File: src/hdl/dbaod_consts.svh
// How it works
// - ODT pin switches termination on data pins
// - Self refresh forces termination off
// - Bits A6,A2 select 75, 150, 50 ohms
// - Activate: CS#, RAS# low, CAS#, WE# high
// - Activate takes bank BA0-BA2, row A0-A12
// - Column command accepted cycle after activate
// - Column: RAS# high, CS#, CAS# low; WE# picks
// - One command yields a whole serial burst
// - Burst column wraps inside its segment
// - Posted command delayed by additive latency
// - Read latency is additive plus CAS latency
// - Write latency is read latency minus one
// - Back-to-back bursts run without gap
// - AL from extended register, CL from main
`ifndef DBAOD_CONSTS_SVH
`define DBAOD_CONSTS_SVH

`define DBAOD_BANKS      8
`define DBAOD_ROW_W      13
`define DBAOD_COL_W      10
`define DBAOD_CNT_W      16
`define DBAOD_AL_MAX     3'h4
`define DBAOD_FIFO_DEPTH 4
`define DBAOD_PIPE_N     8
`define DBAOD_AP_BIT     10
`define DBAOD_RTT_OFF    2'h0
`define DBAOD_RTT_75     2'h1
`define DBAOD_RTT_150    2'h2
`define DBAOD_RTT_50     2'h3
`define DBAOD_TCK_NS     64
`define DBAOD_TFAW_NS    450
`define DBAOD_TRP_NS     150

`endif

File: src/hdl/dbaod_pkg.sv
`default_nettype none
package dbaod_pkg;

    // Pins of the command link, synchronised as one group
    typedef struct packed {
        logic        ck;
        logic        cs_n;
        logic        ras_n;
        logic        cas_n;
        logic        we_n;
        logic [2:0]  ba;
        logic [12:0] addr;
        logic        odt;
    } dbaod_pins_t;

    // Posted column command with its arrival stamp
    typedef struct packed {
        logic        wr;
        logic        ap;
        logic [2:0]  bank;
        logic [9:0]  col;
        logic [15:0] stamp;
    } dbaod_col_t;

    // Entry of the latency pipeline
    typedef struct packed {
        logic       vld;
        logic       wr;
        logic [2:0] bank;
        logic [9:0] col;
    } dbaod_beat_t;

    typedef enum logic [1:0] {
        BURST_IDLE  = 2'b00,
        BURST_READ  = 2'b01,
        BURST_WRITE = 2'b10
    } dbaod_burst_t;

endpackage
`default_nettype wire

File: src/hdl/dbaod_fifo.sv
`default_nettype none
module dbaod_fifo #(
    parameter int W     = 32,
    parameter int DEPTH = 4
) (
    // Clock and reset
    input  wire logic         sys_clk_i,
    input  wire logic         rst_n_i,
    // Fill side
    input  wire logic         in_valid_i,
    output logic              in_ready_o,
    input  wire logic [W-1:0] in_data_i,
    // Drain side
    output logic              out_valid_o,
    input  wire logic         out_ready_i,
    output logic [W-1:0]      out_data_o
);
    localparam int AW = (DEPTH > 1) ? $clog2(DEPTH) : 1;

    logic [W-1:0]  mem_q [DEPTH];
    logic [AW-1:0] wptr_q;
    logic [AW-1:0] rptr_q;
    logic [AW:0]   cnt_q;
    wire           push_w = in_valid_i && in_ready_o;
    wire           pop_w  = out_valid_o && out_ready_i;
    wire [AW-1:0]  wnext_w = (wptr_q == AW'(DEPTH - 1)) ? '0 : wptr_q + 1'b1;
    wire [AW-1:0]  rnext_w = (rptr_q == AW'(DEPTH - 1)) ? '0 : rptr_q + 1'b1;

    assign in_ready_o  = (cnt_q != (AW + 1)'(DEPTH));
    assign out_valid_o = (cnt_q != '0);
    assign out_data_o  = mem_q[rptr_q];

    always_ff @(posedge sys_clk_i)
    begin
        if (push_w)
        begin
            mem_q[wptr_q] <= in_data_i;
        end
    end

    always_ff @(posedge sys_clk_i)
    begin
        if (!rst_n_i)
        begin
            wptr_q <= '0;
            rptr_q <= '0;
            cnt_q  <= '0;
        end
        else
        begin
            wptr_q <= push_w ? wnext_w : wptr_q;
            rptr_q <= pop_w ? rnext_w : rptr_q;
            cnt_q  <= cnt_q + (AW + 1)'(push_w) - (AW + 1)'(pop_w);
        end
    end
endmodule
`default_nettype wire

File: src/hdl/dbaod_top.sv
`include "dbaod_consts.svh"
`default_nettype none
module dbaod_top #(
    parameter int TCK_NS  = `DBAOD_TCK_NS,
    parameter int TFAW_NS = `DBAOD_TFAW_NS,
    parameter int TRP_NS  = `DBAOD_TRP_NS
) (
    // Clock and reset
    input  wire logic        sys_clk_i,
    input  wire logic        rst_n_i,
    // Command link pins
    input  wire logic        ck_i,
    input  wire logic        cs_n_i,
    input  wire logic        ras_n_i,
    input  wire logic        cas_n_i,
    input  wire logic        we_n_i,
    input  wire logic [2:0]  ba_i,
    input  wire logic [12:0] addr_i,
    input  wire logic        odt_i,
    // Mode register fields and power state
    input  wire logic [2:0]  al_i,
    input  wire logic [2:0]  cl_i,
    input  wire logic        rtt_a6_i,
    input  wire logic        rtt_a2_i,
    input  wire logic        bl8_i,
    input  wire logic        self_refresh_i,
    // Termination
    output logic             odt_en_o,
    output logic [1:0]       rtt_sel_o,
    // Bank state and checks
    output logic [7:0]       bank_open_o,
    output logic             act_pulse_o,
    output logic [2:0]       act_bank_o,
    output logic [12:0]      act_row_o,
    output logic             illegal_o,
    output logic             faw_err_o,
    output logic             pall_err_o,
    // Posted command queue
    output logic             cmd_ready_o,
    output logic             overflow_o,
    output logic             exec_pulse_o,
    output logic             exec_wr_o,
    output logic [2:0]       exec_bank_o,
    // Data burst
    output logic             rd_act_o,
    output logic             wr_act_o,
    output logic [2:0]       burst_bank_o,
    output logic [9:0]       burst_col_o
);
    localparam int FAW_CK = (TFAW_NS + TCK_NS - 1) / TCK_NS;
    localparam int TRP_CK = (TRP_NS + TCK_NS - 1) / TCK_NS;
    localparam int CW     = `DBAOD_CNT_W;
    localparam int PN     = `DBAOD_PIPE_N;
    localparam logic [CW-1:0] FAW_W  = CW'(FAW_CK);
    localparam logic [CW-1:0] PALL_W = CW'(TRP_CK + 1);
    localparam int QW = $bits(dbaod_pkg::dbaod_col_t);

    // Two flops on every pin; s1 feeds only s2
    dbaod_pkg::dbaod_pins_t pin_w;
    dbaod_pkg::dbaod_pins_t s1_q;
    dbaod_pkg::dbaod_pins_t s2_q;
    logic                   ck_d1_q;
    assign pin_w = '{ck_i, cs_n_i, ras_n_i, cas_n_i, we_n_i,
                     ba_i, addr_i, odt_i};

    always_ff @(posedge sys_clk_i)
    begin
        if (!rst_n_i)
        begin
            s1_q    <= '{default: '0, cs_n: 1'b1};
            s2_q    <= '{default: '0, cs_n: 1'b1};
            ck_d1_q <= 1'b0;
        end
        else
        begin
            s1_q    <= pin_w;
            s2_q    <= s1_q;
            ck_d1_q <= s2_q.ck;
        end
    end

    // Command decode on each link clock rising edge
    wire tick_w = s2_q.ck && !ck_d1_q;
    wire act_w  = tick_w && !s2_q.cs_n && !s2_q.ras_n
                  && s2_q.cas_n && s2_q.we_n;
    wire col_w  = tick_w && !s2_q.cs_n && s2_q.ras_n
                  && !s2_q.cas_n;
    wire pre_w  = tick_w && !s2_q.cs_n && !s2_q.ras_n
                  && s2_q.cas_n && !s2_q.we_n;
    wire pall_w = pre_w && s2_q.addr[`DBAOD_AP_BIT];

    // Termination gating
    wire [1:0] rtt_w = {rtt_a6_i, rtt_a2_i};
    wire odt_on_w = s2_q.odt && !self_refresh_i
                    && (rtt_w != `DBAOD_RTT_OFF);

    always_ff @(posedge sys_clk_i)
    begin
        if (!rst_n_i)
        begin
            odt_en_o  <= 1'b0;
            rtt_sel_o <= `DBAOD_RTT_OFF;
        end
        else
        begin
            odt_en_o  <= odt_on_w;
            rtt_sel_o <= rtt_w;
        end
    end

    // Link clock counter stamps commands
    logic [CW-1:0] cnt_q;
    always_ff @(posedge sys_clk_i)
    begin
        if (!rst_n_i)
            cnt_q <= '0;
        else if (tick_w)
            cnt_q <= cnt_q + 1'b1;
    end

    // Activate window history, oldest entry at the ring pointer
    logic [CW-1:0] hist_q [4];
    logic [3:0]    hist_vld_q;
    logic [1:0]    hist_ptr_q;
    logic [CW-1:0] pall_stamp_q;
    logic          pall_seen_q;
    wire faw_hit_w  = hist_vld_q[hist_ptr_q]
                      && ((cnt_q - hist_q[hist_ptr_q]) < FAW_W);
    wire pall_hit_w = pall_seen_q
                      && ((cnt_q - pall_stamp_q) < PALL_W);

    always_ff @(posedge sys_clk_i)
    begin
        if (!rst_n_i)
        begin
            hist_q       <= '{default: '0};
            hist_vld_q   <= '0;
            hist_ptr_q   <= '0;
            pall_stamp_q <= '0;
            pall_seen_q  <= 1'b0;
        end
        else
        begin
            if (act_w)
            begin
                hist_q[hist_ptr_q]     <= cnt_q;
                hist_vld_q[hist_ptr_q] <= 1'b1;
                hist_ptr_q             <= hist_ptr_q + 1'b1;
            end
            if (pall_w)
            begin
                pall_stamp_q <= cnt_q;
                pall_seen_q  <= 1'b1;
            end
        end
    end

    // Posted command queue and its execution point
    logic                   q_ready_w;
    logic                   q_valid_w;
    dbaod_pkg::dbaod_col_t  q_in_w;
    dbaod_pkg::dbaod_col_t  q_head_w;
    wire [2:0] al_w = (al_i > `DBAOD_AL_MAX) ? `DBAOD_AL_MAX : al_i;
    wire col_ok_w  = col_w && bank_open_o[s2_q.ba];
    wire due_w     = (cnt_q - q_head_w.stamp) >= CW'(al_w);
    // Execute between edges so the pipeline never sees both at once
    wire issue_w   = q_valid_w && due_w && !tick_w;
    assign q_in_w  = '{!s2_q.we_n, s2_q.addr[`DBAOD_AP_BIT], s2_q.ba,
                       s2_q.addr[9:0], cnt_q + 1'b1};

    dbaod_fifo #(
        .W     (QW),
        .DEPTH (`DBAOD_FIFO_DEPTH)
    ) u_queue (
        .sys_clk_i   (sys_clk_i),
        .rst_n_i     (rst_n_i),
        .in_valid_i  (col_ok_w),
        .in_ready_o  (q_ready_w),
        .in_data_i   (q_in_w),
        .out_valid_o (q_valid_w),
        .out_ready_i (issue_w),
        .out_data_o  (q_head_w)
    );

    // Bank state, one flop per bank
    genvar gb;
    generate
        for (gb = 0; gb < `DBAOD_BANKS; gb++)
        begin : g_bank
            wire open_w  = act_w && (s2_q.ba == 3'(gb));
            wire close_w = (pre_w && (pall_w || s2_q.ba == 3'(gb)))
                           || (issue_w && q_head_w.ap
                               && q_head_w.bank == 3'(gb));
            always_ff @(posedge sys_clk_i)
            begin
                if (!rst_n_i)
                    bank_open_o[gb] <= 1'b0;
                else if (open_w)
                    bank_open_o[gb] <= 1'b1;
                else if (close_w)
                    bank_open_o[gb] <= 1'b0;
            end
        end
    endgenerate

    always_ff @(posedge sys_clk_i)
    begin
        if (!rst_n_i)
        begin
            act_pulse_o  <= 1'b0;
            act_bank_o   <= '0;
            act_row_o    <= '0;
            illegal_o    <= 1'b0;
            faw_err_o    <= 1'b0;
            pall_err_o   <= 1'b0;
            cmd_ready_o  <= 1'b1;
            overflow_o   <= 1'b0;
            exec_pulse_o <= 1'b0;
            exec_wr_o    <= 1'b0;
            exec_bank_o  <= '0;
        end
        else
        begin
            act_pulse_o  <= act_w;
            act_bank_o   <= act_w ? s2_q.ba : act_bank_o;
            act_row_o    <= act_w ? s2_q.addr : act_row_o;
            // Undefined results are flagged; a column to a closed bank is dropped, an activate to an open bank still executes
            illegal_o    <= (col_w && !bank_open_o[s2_q.ba])
                            || (act_w && bank_open_o[s2_q.ba]);
            faw_err_o    <= act_w && faw_hit_w;
            pall_err_o   <= act_w && pall_hit_w;
            cmd_ready_o  <= q_ready_w;
            overflow_o   <= col_ok_w && !q_ready_w;
            exec_pulse_o <= issue_w;
            exec_wr_o    <= issue_w ? q_head_w.wr : exec_wr_o;
            exec_bank_o  <= issue_w ? q_head_w.bank : exec_bank_o;
        end
    end

    // Latency pipeline: read waits CL edges, write one fewer
    wire [2:0] lat_raw_w = q_head_w.wr ? cl_i - 1'b1 : cl_i;
    wire [2:0] lat_w     = (lat_raw_w == 3'h0) ? 3'h1 : lat_raw_w;
    dbaod_pkg::dbaod_beat_t pipe_q [PN];
    dbaod_pkg::dbaod_beat_t ins_w;
    assign ins_w = '{1'b1, q_head_w.wr, q_head_w.bank, q_head_w.col};

    genvar gp;
    generate
        for (gp = 0; gp < PN; gp++)
        begin : g_pipe
            wire load_w = issue_w && (lat_w - 1'b1 == 3'(gp));
            dbaod_pkg::dbaod_beat_t up_w;
            if (gp == PN - 1)
            begin : g_top
                assign up_w = '0;
            end
            else
            begin : g_mid
                assign up_w = pipe_q[gp + 1];
            end
            always_ff @(posedge sys_clk_i)
            begin
                if (!rst_n_i)
                    pipe_q[gp] <= '0;
                else if (tick_w)
                    pipe_q[gp] <= up_w;
                else if (load_w)
                    pipe_q[gp] <= ins_w;
            end
        end
    endgenerate

    // Burst engine: BL/2 link clocks per command
    dbaod_pkg::dbaod_burst_t bst_q;
    dbaod_pkg::dbaod_burst_t bst_d;
    logic [1:0] beat_q;
    logic [9:0] start_q;
    wire  [1:0] last_w  = bl8_i ? 2'h3 : 2'h1;
    wire        start_w = tick_w && pipe_q[0].vld;
    wire        busy_w  = (bst_q != dbaod_pkg::BURST_IDLE);
    wire  [1:0] beat_d  = start_w ? 2'h0 : beat_q + 1'b1;
    wire  [9:0] base_w  = start_w ? pipe_q[0].col : start_q;
    wire  [2:0] off_w   = base_w[2:0] + {beat_d, 1'b0};
    // Only the low bits move, so the segment boundary is never crossed
    wire  [9:0] col_d   = bl8_i ? {base_w[9:3], off_w}
                                : {base_w[9:2], off_w[1:0]};

    always_comb
    begin
        bst_d = bst_q;
        if (start_w)
            bst_d = pipe_q[0].wr ? dbaod_pkg::BURST_WRITE
                                 : dbaod_pkg::BURST_READ;
        else if (tick_w && busy_w && beat_q == last_w)
            bst_d = dbaod_pkg::BURST_IDLE;
    end

    always_ff @(posedge sys_clk_i)
    begin
        if (!rst_n_i)
        begin
            bst_q        <= dbaod_pkg::BURST_IDLE;
            beat_q       <= '0;
            start_q      <= '0;
            rd_act_o     <= 1'b0;
            wr_act_o     <= 1'b0;
            burst_bank_o <= '0;
            burst_col_o  <= '0;
        end
        else
        begin
            bst_q    <= bst_d;
            rd_act_o <= (bst_d == dbaod_pkg::BURST_READ);
            wr_act_o <= (bst_d == dbaod_pkg::BURST_WRITE);
            if (start_w || (tick_w && busy_w))
            begin
                beat_q      <= beat_d;
                start_q     <= base_w;
                burst_col_o <= col_d;
            end
            if (start_w)
                burst_bank_o <= pipe_q[0].bank;
        end
    end
endmodule
`default_nettype wire

File: config.mk
export PLATFORM = sky130hd
export DESIGN_NAME = dbaod_top
export DESIGN_NICKNAME = d
export VERILOG_FILES = /design/src/hdl/dbaod_pkg.sv /design/src/hdl/dbaod_fifo.sv /design/src/hdl/dbaod_top.sv
export VERILOG_INCLUDE_DIRS = /design/src /design/src/hdl
export SDC_FILE = /design/constraint.sdc
export NUM_CORES = 1
export LEC_CHECK = 0
export BUFFER_PORTS_ARGS = -buffer_cell sky130_fd_sc_hd__buf_4
export CELL_PAD_IN_SITES_DETAIL_PLACEMENT = 1
export CELL_PAD_IN_SITES_GLOBAL_PLACEMENT = 1
export CORE_UTILIZATION = 50
export CTS_BUF_LIST = sky130_fd_sc_hd__clkbuf_16
export CTS_CLUSTER_DIAMETER = 50
export DETAILED_ROUTE_END_ITERATION = 8
export HOLD_SLACK_MARGIN = 0.03
export PLACE_DENSITY_LB_ADDON = 0.08
export SLEW_MARGIN = 20
export SYNTH_ARGS = -nofsm -noshare
export SYNTH_HDL_FRONTEND = slang
export SYNTH_SLANG_ARGS = --single-unit
File: constraint.sdc
create_clock -name sys_clk_i -period 8.1 [get_ports sys_clk_i]
set_clock_uncertainty 0.2 [all_clocks]
set_input_delay 0.81 -clock sys_clk_i [delete_from_list [all_inputs] [get_ports sys_clk_i]]
set_output_delay 0.81 -clock sys_clk_i [all_outputs]
set_load 0.01 [all_outputs]
==> results of run 1 <==
## logic make-up (layout without fill, tap and decap cells)
kind of cell / Yosys count / after routing / synth area share [%]
and+or+nand+nor: 542 / 542 / 12.5
DFF: 460 / 460 / 56.8
AOI/OAI and AO/OA: 366 / 366 / 14.4
buffers and inverters: 198 / 288 / 4.04
muxes: 69 / 69 / 6.41
adders and majority gates: 62 / 62 / 3.85
xor gates and xnor gates: 48 / 48 / 2.05
other: 1 / 15 / 0.0183
## layer usage
| layer | wire, um | GRT usage (%) | vias up |
|---|---|---|---|
| met4 | 911 | 6.64 | 0 |
| li1 | - | - | 6483 |
| met1 | 23700 | 34.6 | 7076 |
| met3 | 2970 | 4.61 | 62 |
| met5 | 0 | 0 | - |
| met2 | 24300 | 40.4 | 372 |
## cell type report
| class | count | share of cell area [%] |
|---|---|---|
| tap | 525 | 2.83 |
| inverter | 73 | 1.18 |
| timing repair buffer | 120 | 3.90 |
| multi-input combinational | 1102 | 35.1 |
| clock inverter | 44 | 1.26 |
| sequential | 460 | 50.3 |
| clock buffer | 51 | 5.50 |
## stage by stage
stage	cells	util, %	worst slack (ns)	power, uW
CTS	2374	57.8	2.22	6000
finish	2375	57.8	2.25	5960
floorplan	1760	-	2.39	3480
detailed placement	2279	53.9	2.27	3810
global route	2375	57.8	1.85	6200
global placement	2279	53.9	2.49	3770
## where the power goes
part	switching (uW)	internal, uW	leakage, uW
logic	672	443	0.00348
registers	80.1	2580	0.00414
clock network	936	1240	0.000818
total	1690	4270	0.00844
## state kept, by name (all words and copies together), names as in the netlist, 3 cells and up, named ones only
name           cells
pall_stamp_q      16
s1_q              22
burst_col_o       10
u_queue.mem_q    124
act_bank_o         3
hist_vld_q         4
bank_open_o        8
cnt_q             16
exec_bank_o        3
pipe_q           120
burst_bank_o       3
u_queue.cnt_q      3
act_row_o         13
s2_q               8
hist_q            64
q_in_w            14
## worst register-to-register path, delay by kind of cell, from the launching register on
family	cells	cell delay [ns]
and+or+nand+nor	5	1.04
AOI/OAI and AO/OA	2	0.43
muxes	1	0.56
adders and majority gates	4	1.17
xor gates and xnor gates	3	0.54
buffers and inverters	5	1.18
DFF	1	0.61
## cell usage in the layout (no fill, tap or decap), drive strengths merged, types with 26 or more instances in the layout
cell    netlist  final
xnor2        26     26
clkbuf       96     51
mux4         49     49
dfxtp       216    216
ha           60     60
edfxtp      244    244
a21boi      114    114
and2         89     89
inv          72     90
a32o        103    103
buf          29    120
nor2         44     44
nand2       285    285
## path summary, 6_finish.rpt
path | startpoint | end | slack [ns] | depth (start not counted)
max reg2reg | flop | u_queue.cnt_q[2] | 2.25 | 20
max | flop | u_queue.cnt_q[2] | 2.25 | 20
min | self_refresh_i | odt_en_o | 0.18 | 2
min reg2reg | s1_q[20] | s2_q[20] | 0.22 | 1
==> flow_metrics.py, run 1 <==
metrics = {
    "timing": {
        "timing_max_transition_violations_final": 0,
        "timing.setup.tns_ns": 0,
        "highest_attainable_clock_frequency_mhz": 171,
        "hold_violations_final": 0,
        "worst-slew-pin-transition_ns": 1.09,
        "layout_min_cycle_time_ns": 5.85,
        "timing.slew.headroom_pct": 27.0,
        "timing.final.setup_violations": 0,
        "timing.final.crit_share_pct": 72.2,
        "timing.hold.ws_ns": 0.180,
        "grt_setup_unrepaired": "false",
    },
    "final_layout": {
        "layout.nets": 1904,
        "final_cell_area_mm2": 0.0232,
        "antenna-diode-count": 0,
        "area_used_by_multi_input_combinational_logic_mm2": 0.00813,
        "sequential_area_mm2": 0.0117,
        "num-fill-cells": 4104,
        "area_growth_syn_to_layout_pct": 13.0,
        "drive_gt1_share_pct": 14.8,
    },
    "place": {
        "half_perimeter_wire_length_of_the_detailed_placement_result_mm": 34.1,
        "port_buffers": 86,
        "routability_congestion_estimate_from_global_placement": 0.828,
        "placement.cell_area_mm2": 0.0216,
    },
    "detailed_routing": {
        "drtPass1Iterations": 5,
        "ant_nets": 0,
        "avgViaCountPerCell": 5.89,
        "wirelength_mm": 51.9,
        "drcViolationCount": 0,
        "number_of_vias_in_the_routed_layout": 14000,
        "dr.first_iter.drc_count": 1071,
        "wl_per_instance_um": 21.9,
    },
    "global_route": {
        "maximum_number_of_pins_on_one_net_before_global_route_repair": 105,
        "grt_pass1_wl_mm": 81.2,
        "grt_antenna_before_repair": 1,
        "grt_util_all_layers_pct": 25.0,
        "grt_remaining_overflow": 0,
        "via_count_of_the_first_global_routing_pass": 14600,
    },
    "synthesis": {
        "ys_warn_count": 0,
        "ys_types": 72,
        "synth.top_cells.by_count": "sky130_fd_sc_hd__nand2_1, sky130_fd_sc_hd__edfxtp_1, sky130_fd_sc_hd__dfxtp_1, sky130_fd_sc_hd__a21boi_0, sky130_fd_sc_hd__a32o_1",
        "postSynthCellCount": 1746,
        "syn_area_mm2": 0.0205,
        "synth_seq_cells": 460,
        "synth_ff_type": "sky130_fd_sc_hd__edfxtp_1",
        "syn_avg_cell_area_um2": 11.8,
        "synth_top_cell_by_area": "sky130_fd_sc_hd__edfxtp_1",
        "async_reset_ff_share_pct": 0,
        "portion_of_synthesized_cell_area_occupied_by_the_leading_cell_type_pct": 35.7,
        "yosys.cell_count.top_type": "sky130_fd_sc_hd__nand2_1",
        "synth_top_cells_by_area": "sky130_fd_sc_hd__edfxtp_1, sky130_fd_sc_hd__dfxtp_1, sky130_fd_sc_hd__mux4_2, sky130_fd_sc_hd__nand2_1, sky130_fd_sc_hd__a32o_1",
        "synth_enable_flop_cells": 244,
        "synth.yosys.seq_area_share_pct": 56.8,
    },
    "clock_tree": {
        "cts_setup_buffers": 0,
        "cts.sink_count": 460,
        "cts_inserted_buffers": 51,
        "cts.reportedPaths.clkPinSlew_ns": 0.06,
        "postCtsHoldBufs": 0,
        "cts.path.max_buffers": 3,
        "cts-resized-gates": 0,
        "tritoncts_clock_tree": "built",
        "worst_skew_late_latency_ns": 0.59,
        "h-tree-depth": 2,
        "ctsRootBufferMaster": "sky130_fd_sc_hd__clkbuf_16",
    },
    "floorplan": {
        "design.core.area_mm2": 0.0401,
        "fp.dieArea_mm2": 0.0419,
        "fp.dieH_um": 205,
        "num_io_pins": 87,
        "std_cell_rows": 73,
        "floorplan.initialDensity_pct": 51.2,
        "die_width_um": 205,
    },
    "setup_path": {
        "critical_path.startpoint_type": "flop",
        "critical-path-slowest-cell": "sky130_fd_sc_hd__dfxtp_2",
        "worstSetupEndpointType": "flop",
        "worstPathBufferInverterCount": 5,
        "crit_path_max_fanout": 46,
        "worst-setup-path-type": "reg2reg",
        "timing.critical_path.slowest_cell_delay_ns": 0.61,
        "critical_path.cell_chain": "buf_4 > mux4_2 > inv_1 > ha_1 > and2_1 > nand3_1 > a211oi_1 > and4b_1 > nor3_1 > xnor2_1 > o21a_2 > buf_4 > ha_1 > inv_1 > ha_1 > inv_1 > fa_1 > xnor2_1 > xnor2_1 > and2_1",
        "critical-path-top-delay-family": "buffers and inverters",
        "worst_ep_required_time_ns": 8.38,
        "worst_ep_arrival_time_ns": 6.13,
    },
    "power_and_ir_drop": {
        "leakage_uw": 0.00844,
        "peakVddDrop_v": 0.000157,
        "pwr_density_cell_mw_per_mm2": 257,
    },
    "flow_run": {
        "maxCapViolations": 0,
    },
    "min_path": {
        "min_path_type": "in2reg",
    },
    "status": {
        "status": "finished clean",
    },
}
Note: power is estimated with default switching activity, not from simulation.
==> run 2: changes to the inputs <==
--- a/config.mk
+++ b/config.mk
@@ -6,10 +6,11 @@
 export SDC_FILE = /design/constraint.sdc
 export NUM_CORES = 1
 export LEC_CHECK = 0
+export ABC_AREA = 1
 export BUFFER_PORTS_ARGS = -buffer_cell sky130_fd_sc_hd__buf_4
 export CELL_PAD_IN_SITES_DETAIL_PLACEMENT = 1
 export CELL_PAD_IN_SITES_GLOBAL_PLACEMENT = 1
-export CORE_UTILIZATION = 50
+export CORE_UTILIZATION = 48
 export CTS_BUF_LIST = sky130_fd_sc_hd__clkbuf_16
 export CTS_CLUSTER_DIAMETER = 50
 export DETAILED_ROUTE_END_ITERATION = 8
==> constraint.sdc (replaced) <==
create_clock -name sys_clk_i -period 5.53 [get_ports sys_clk_i]
set_clock_uncertainty 0.2 [all_clocks]
set_input_delay 0.553 -clock sys_clk_i [delete_from_list [all_inputs] [get_ports sys_clk_i]]
set_output_delay 0.553 -clock sys_clk_i [all_outputs]
set_load 0.01 [all_outputs]
==> run 2 against run 1 <==
Against the previous run: sequential share of layout area is 0.86 points lower; worst hold slack improved by 0.0035 ns; design area increased by 1.7%; critical endpoint is now pipe_q[1][29]; critical path type unchanged; sequential power rose by 47%; area after synthesis up 0.31%.
==> flow_metrics.py, run 2 <==
metrics = {
    "timing": {
        "timing_max_transition_violations_final": 0,
        "layout_min_cycle_time_ns": 4.54,
        "grt_setup_unrepaired": "false",
        "timing.hold.ws_ns": 0.183,
        "timing.slew.headroom_pct": 23.5,
        "timing.final.crit_share_pct": 82.1,
        "hold_violations_final": 0,
        "timing.final.setup_violations": 0,
        "highest_attainable_clock_frequency_mhz": 220,
        "worst-slew-pin-transition_ns": 1.15,
        "timing.setup.tns_ns": 0,
    },
    "power_and_ir_drop": {
        "pwr-share-seq_pct": 43.7,
        "cellInternalPower_uw": 6260,
        "power_frac_comb_pct": 18.5,
        "leakage_uw": 0.00976,
        "clockPowerShare_pct": 37.8,
        "switch_share_pct": 30.1,
        "pwr_density_cell_mw_per_mm2": 379,
        "peakVddDrop_v": 0.000249,
        "total_power_uw": 8950,
        "p_switching_uw": 2690,
    },
    "synthesis": {
        "syn_area_mm2": 0.0206,
        "ys_types": 54,
        "synth.yosys.seq_area_share_pct": 56.6,
        "synth_enable_flop_cells": 244,
        "syn_avg_cell_area_um2": 9.11,
        "synth.top_cells.by_count": "sky130_fd_sc_hd__nand2_1, sky130_fd_sc_hd__edfxtp_1, sky130_fd_sc_hd__a21oi_1, sky130_fd_sc_hd__inv_1, sky130_fd_sc_hd__dfxtp_1",
        "yosys.cell_count.top_type": "sky130_fd_sc_hd__nand2_1",
        "postSynthCellCount": 2260,
        "portion_of_synthesized_cell_area_occupied_by_the_leading_cell_type_pct": 35.6,
        "synth_top_cell_by_area": "sky130_fd_sc_hd__edfxtp_1",
        "synth_seq_cells": 460,
        "synth_top_cells_by_area": "sky130_fd_sc_hd__edfxtp_1, sky130_fd_sc_hd__dfxtp_1, sky130_fd_sc_hd__nand2_1, sky130_fd_sc_hd__a21oi_1, sky130_fd_sc_hd__o21ai_0",
        "ys_warn_count": 0,
        "synth_ff_type": "sky130_fd_sc_hd__edfxtp_1",
        "async_reset_ff_share_pct": 0,
    },
    "setup_path": {
        "worst_ep_required_time_ns": 5.56,
        "worstSetupEndpointType": "flop",
        "worst-setup-path-type": "reg2reg",
        "critical-path-slowest-cell": "sky130_fd_sc_hd__nand2_1",
        "timing.critical_path.mode_cell": "sky130_fd_sc_hd__a21oi_1",
        "crit_path_max_fanout": 50,
        "worst_ep_arrival_time_ns": 4.57,
        "critical_path.startpoint_type": "flop",
        "timing.critical_path.slowest_cell_delay_ns": 0.62,
        "critical_path.cell_chain": "inv_2 > buf_4 > a21oi_1 > a32o_1 > ha_1 > a21oi_1 > nand2_1 > a21oi_1 > nand3_1 > nand3_1 > nor2_2 > nand3_4 > buf_4 > nand4_4 > nand2_1",
    },
    "floorplan": {
        "die_width_um": 209,
        "design.core.area_mm2": 0.0421,
        "num_io_pins": 87,
        "fp.dieArea_mm2": 0.0437,
        "std_cell_rows": 75,
        "fp.dieH_um": 209,
        "floorplan.initialDensity_pct": 48.9,
    },
    "global_route": {
        "grt_remaining_overflow": 0,
        "maximum_number_of_pins_on_one_net_before_global_route_repair": 106,
        "grt_antenna_before_repair": 1,
        "via_count_of_the_first_global_routing_pass": 17100,
        "grt_pass1_wl_mm": 91.7,
        "grt_util_all_layers_pct": 26.8,
    },
    "detailed_routing": {
        "drtPass1Iterations": 5,
        "number_of_vias_in_the_routed_layout": 16100,
        "drcViolationCount": 0,
        "wirelength_mm": 57.5,
        "ant_nets": 0,
        "dr.first_iter.drc_count": 882,
        "wl_per_instance_um": 19.6,
        "avgViaCountPerCell": 5.49,
    },
    "clock_tree": {
        "tritoncts_clock_tree": "built",
        "cts.sink_count": 460,
        "cts.path.max_buffers": 3,
        "cts_inserted_buffers": 52,
        "h-tree-depth": 2,
        "ctsRootBufferMaster": "sky130_fd_sc_hd__clkbuf_16",
        "cts.reportedPaths.clkPinSlew_ns": 0.06,
        "worst_skew_late_latency_ns": 0.60,
    },
    "place": {
        "half_perimeter_wire_length_of_the_detailed_placement_result_mm": 38.3,
        "routability_congestion_estimate_from_global_placement": 0.849,
        "port_buffers": 86,
    },
    "final_layout": {
        "area_growth_syn_to_layout_pct": 14.6,
        "antenna-diode-count": 0,
        "num-fill-cells": 4749,
        "largestRegisters": "u_queue.mem_q: 124 flops, pipe_q: 120 flops, hist_q: 64 flops",
        "layout.nets": 2451,
        "drive_gt1_share_pct": 10.6,
        "registers.top_by_ff_count": "u_queue.mem_q",
        "layout.core_utilization_pct": 56.0,
        "layout_common_cells": "sky130_fd_sc_hd__nand2_1, sky130_fd_sc_hd__edfxtp_1, sky130_fd_sc_hd__inv_1",
        "flip_flop_count_of_the_largest_register_all_copies_and_words_added": 124,
        "final_common_cell": "sky130_fd_sc_hd__nand2_1",
    },
    "min_path": {
        "min_path_type": "in2reg",
    },
    "status": {
        "status": "finished clean",
    },
    "flow_run": {
        "maxCapViolations": 0,
    },
}
[run 2: cell count changes after synthesis, sizes merged, moves of 20 or more]
| cell | change |
|---|---|
| o21ai | +201 |
| mux4 | -49 |
| and3 | -23 |
| a21boi | -113 |
| nand2 | +292 |
| nor2 | +58 |
| a31oi | -20 |
| a32o | -78 |
| inv | +163 |
| nand3 | +85 |
| and2 | -88 |
| a21oi | +208 |
[run 2: critical path: cells and delay by family (launching register included)]
kind,cells,cell delay (ns)
AND/OR/NAND/NOR,7,1.41
buffers and inverters,3,0.97
AO/OA/AOI/OAI,4,0.83
adder cells (fa/ha/maj),1,0.35
flip-flops,1,0.37
[run 2: metrics by stage]
stage	std cells	cell area, um2	setup WS (ns)
after global placement	2815	21700	1.17
final	2938	23600	0.989
after global routing	2938	23600	0.654
after detailed placement	2815	21700	0.957
after CTS	2938	23600	0.990
after floorplan	2274	20600	0.612
[run 2: worst paths after layout]
kind,depth (start not counted),start,slack (ns),end
worst max-delay path,15,flop,0.99,pipe_q[1][29]
worst min-delay path,4,bl8_i,0.18,burst_col_o[2]
worst max register to register,15,flop,0.99,pipe_q[1][29]
worst min register to register,2,s1_q[11],0.22,q_in_w[29]
[run 2: per-layer routing]
metal	share of wire (%)	vias up	global-route usage [%]
li1	-	7770	-
met3	4.3	104	3.29
met1	42	7918	32.7
met5	0	-	0
met2	51	338	48.3
met4	3.1	0	9.56
[run 2: kinds of logic (layout without fill, tap and decap cells)]
family | after synthesis | count (layout) | synth area share, %
other | 1 | 15 | 0.0182
multiplexers | 1 | 1 | 0.0486
flip-flops | 460 | 460 | 56.6
adder cells (fa/ha/maj) | 62 | 62 | 3.84
buffers and inverters | 351 | 476 | 6.99
AO/OA/AOI/OAI | 512 | 512 | 13.6
XOR/XNOR | 39 | 39 | 1.70
AND/OR/NAND/NOR | 834 | 834 | 17.2
[run 2: repair_timing]
action	in CTS	in global routing
buffers inserted	0	0
hold endpoints to repair	25	0
resized for setup	0	0
hold buffers	25	0
[run 2: cell type report]
cell class                      count  area [um2]  share of cell area [%]
Clock buffer                       54        1350                    5.73
Clock inverter                     44         330                    1.40
Inverter                          237         892                    3.78
Multi-Input combinational cell   1463        7570                    32.1
Sequential cell                   460       11700                    49.4
Tap cell                          539         674                    2.86
Timing Repair Buffer              141        1120                    4.75
[run 2: power groups by stage]
stage / clock network (uW) / logic (uW) / registers (uW)
after floorplan: 0 / 1130 / 3940
after global placement: 0 / 1580 / 3970
after detailed placement: 0 / 1640 / 3980
after CTS: 3430 / 1660 / 3910
after global routing: 3550 / 1820 / 3930
final: 3390 / 1660 / 3910
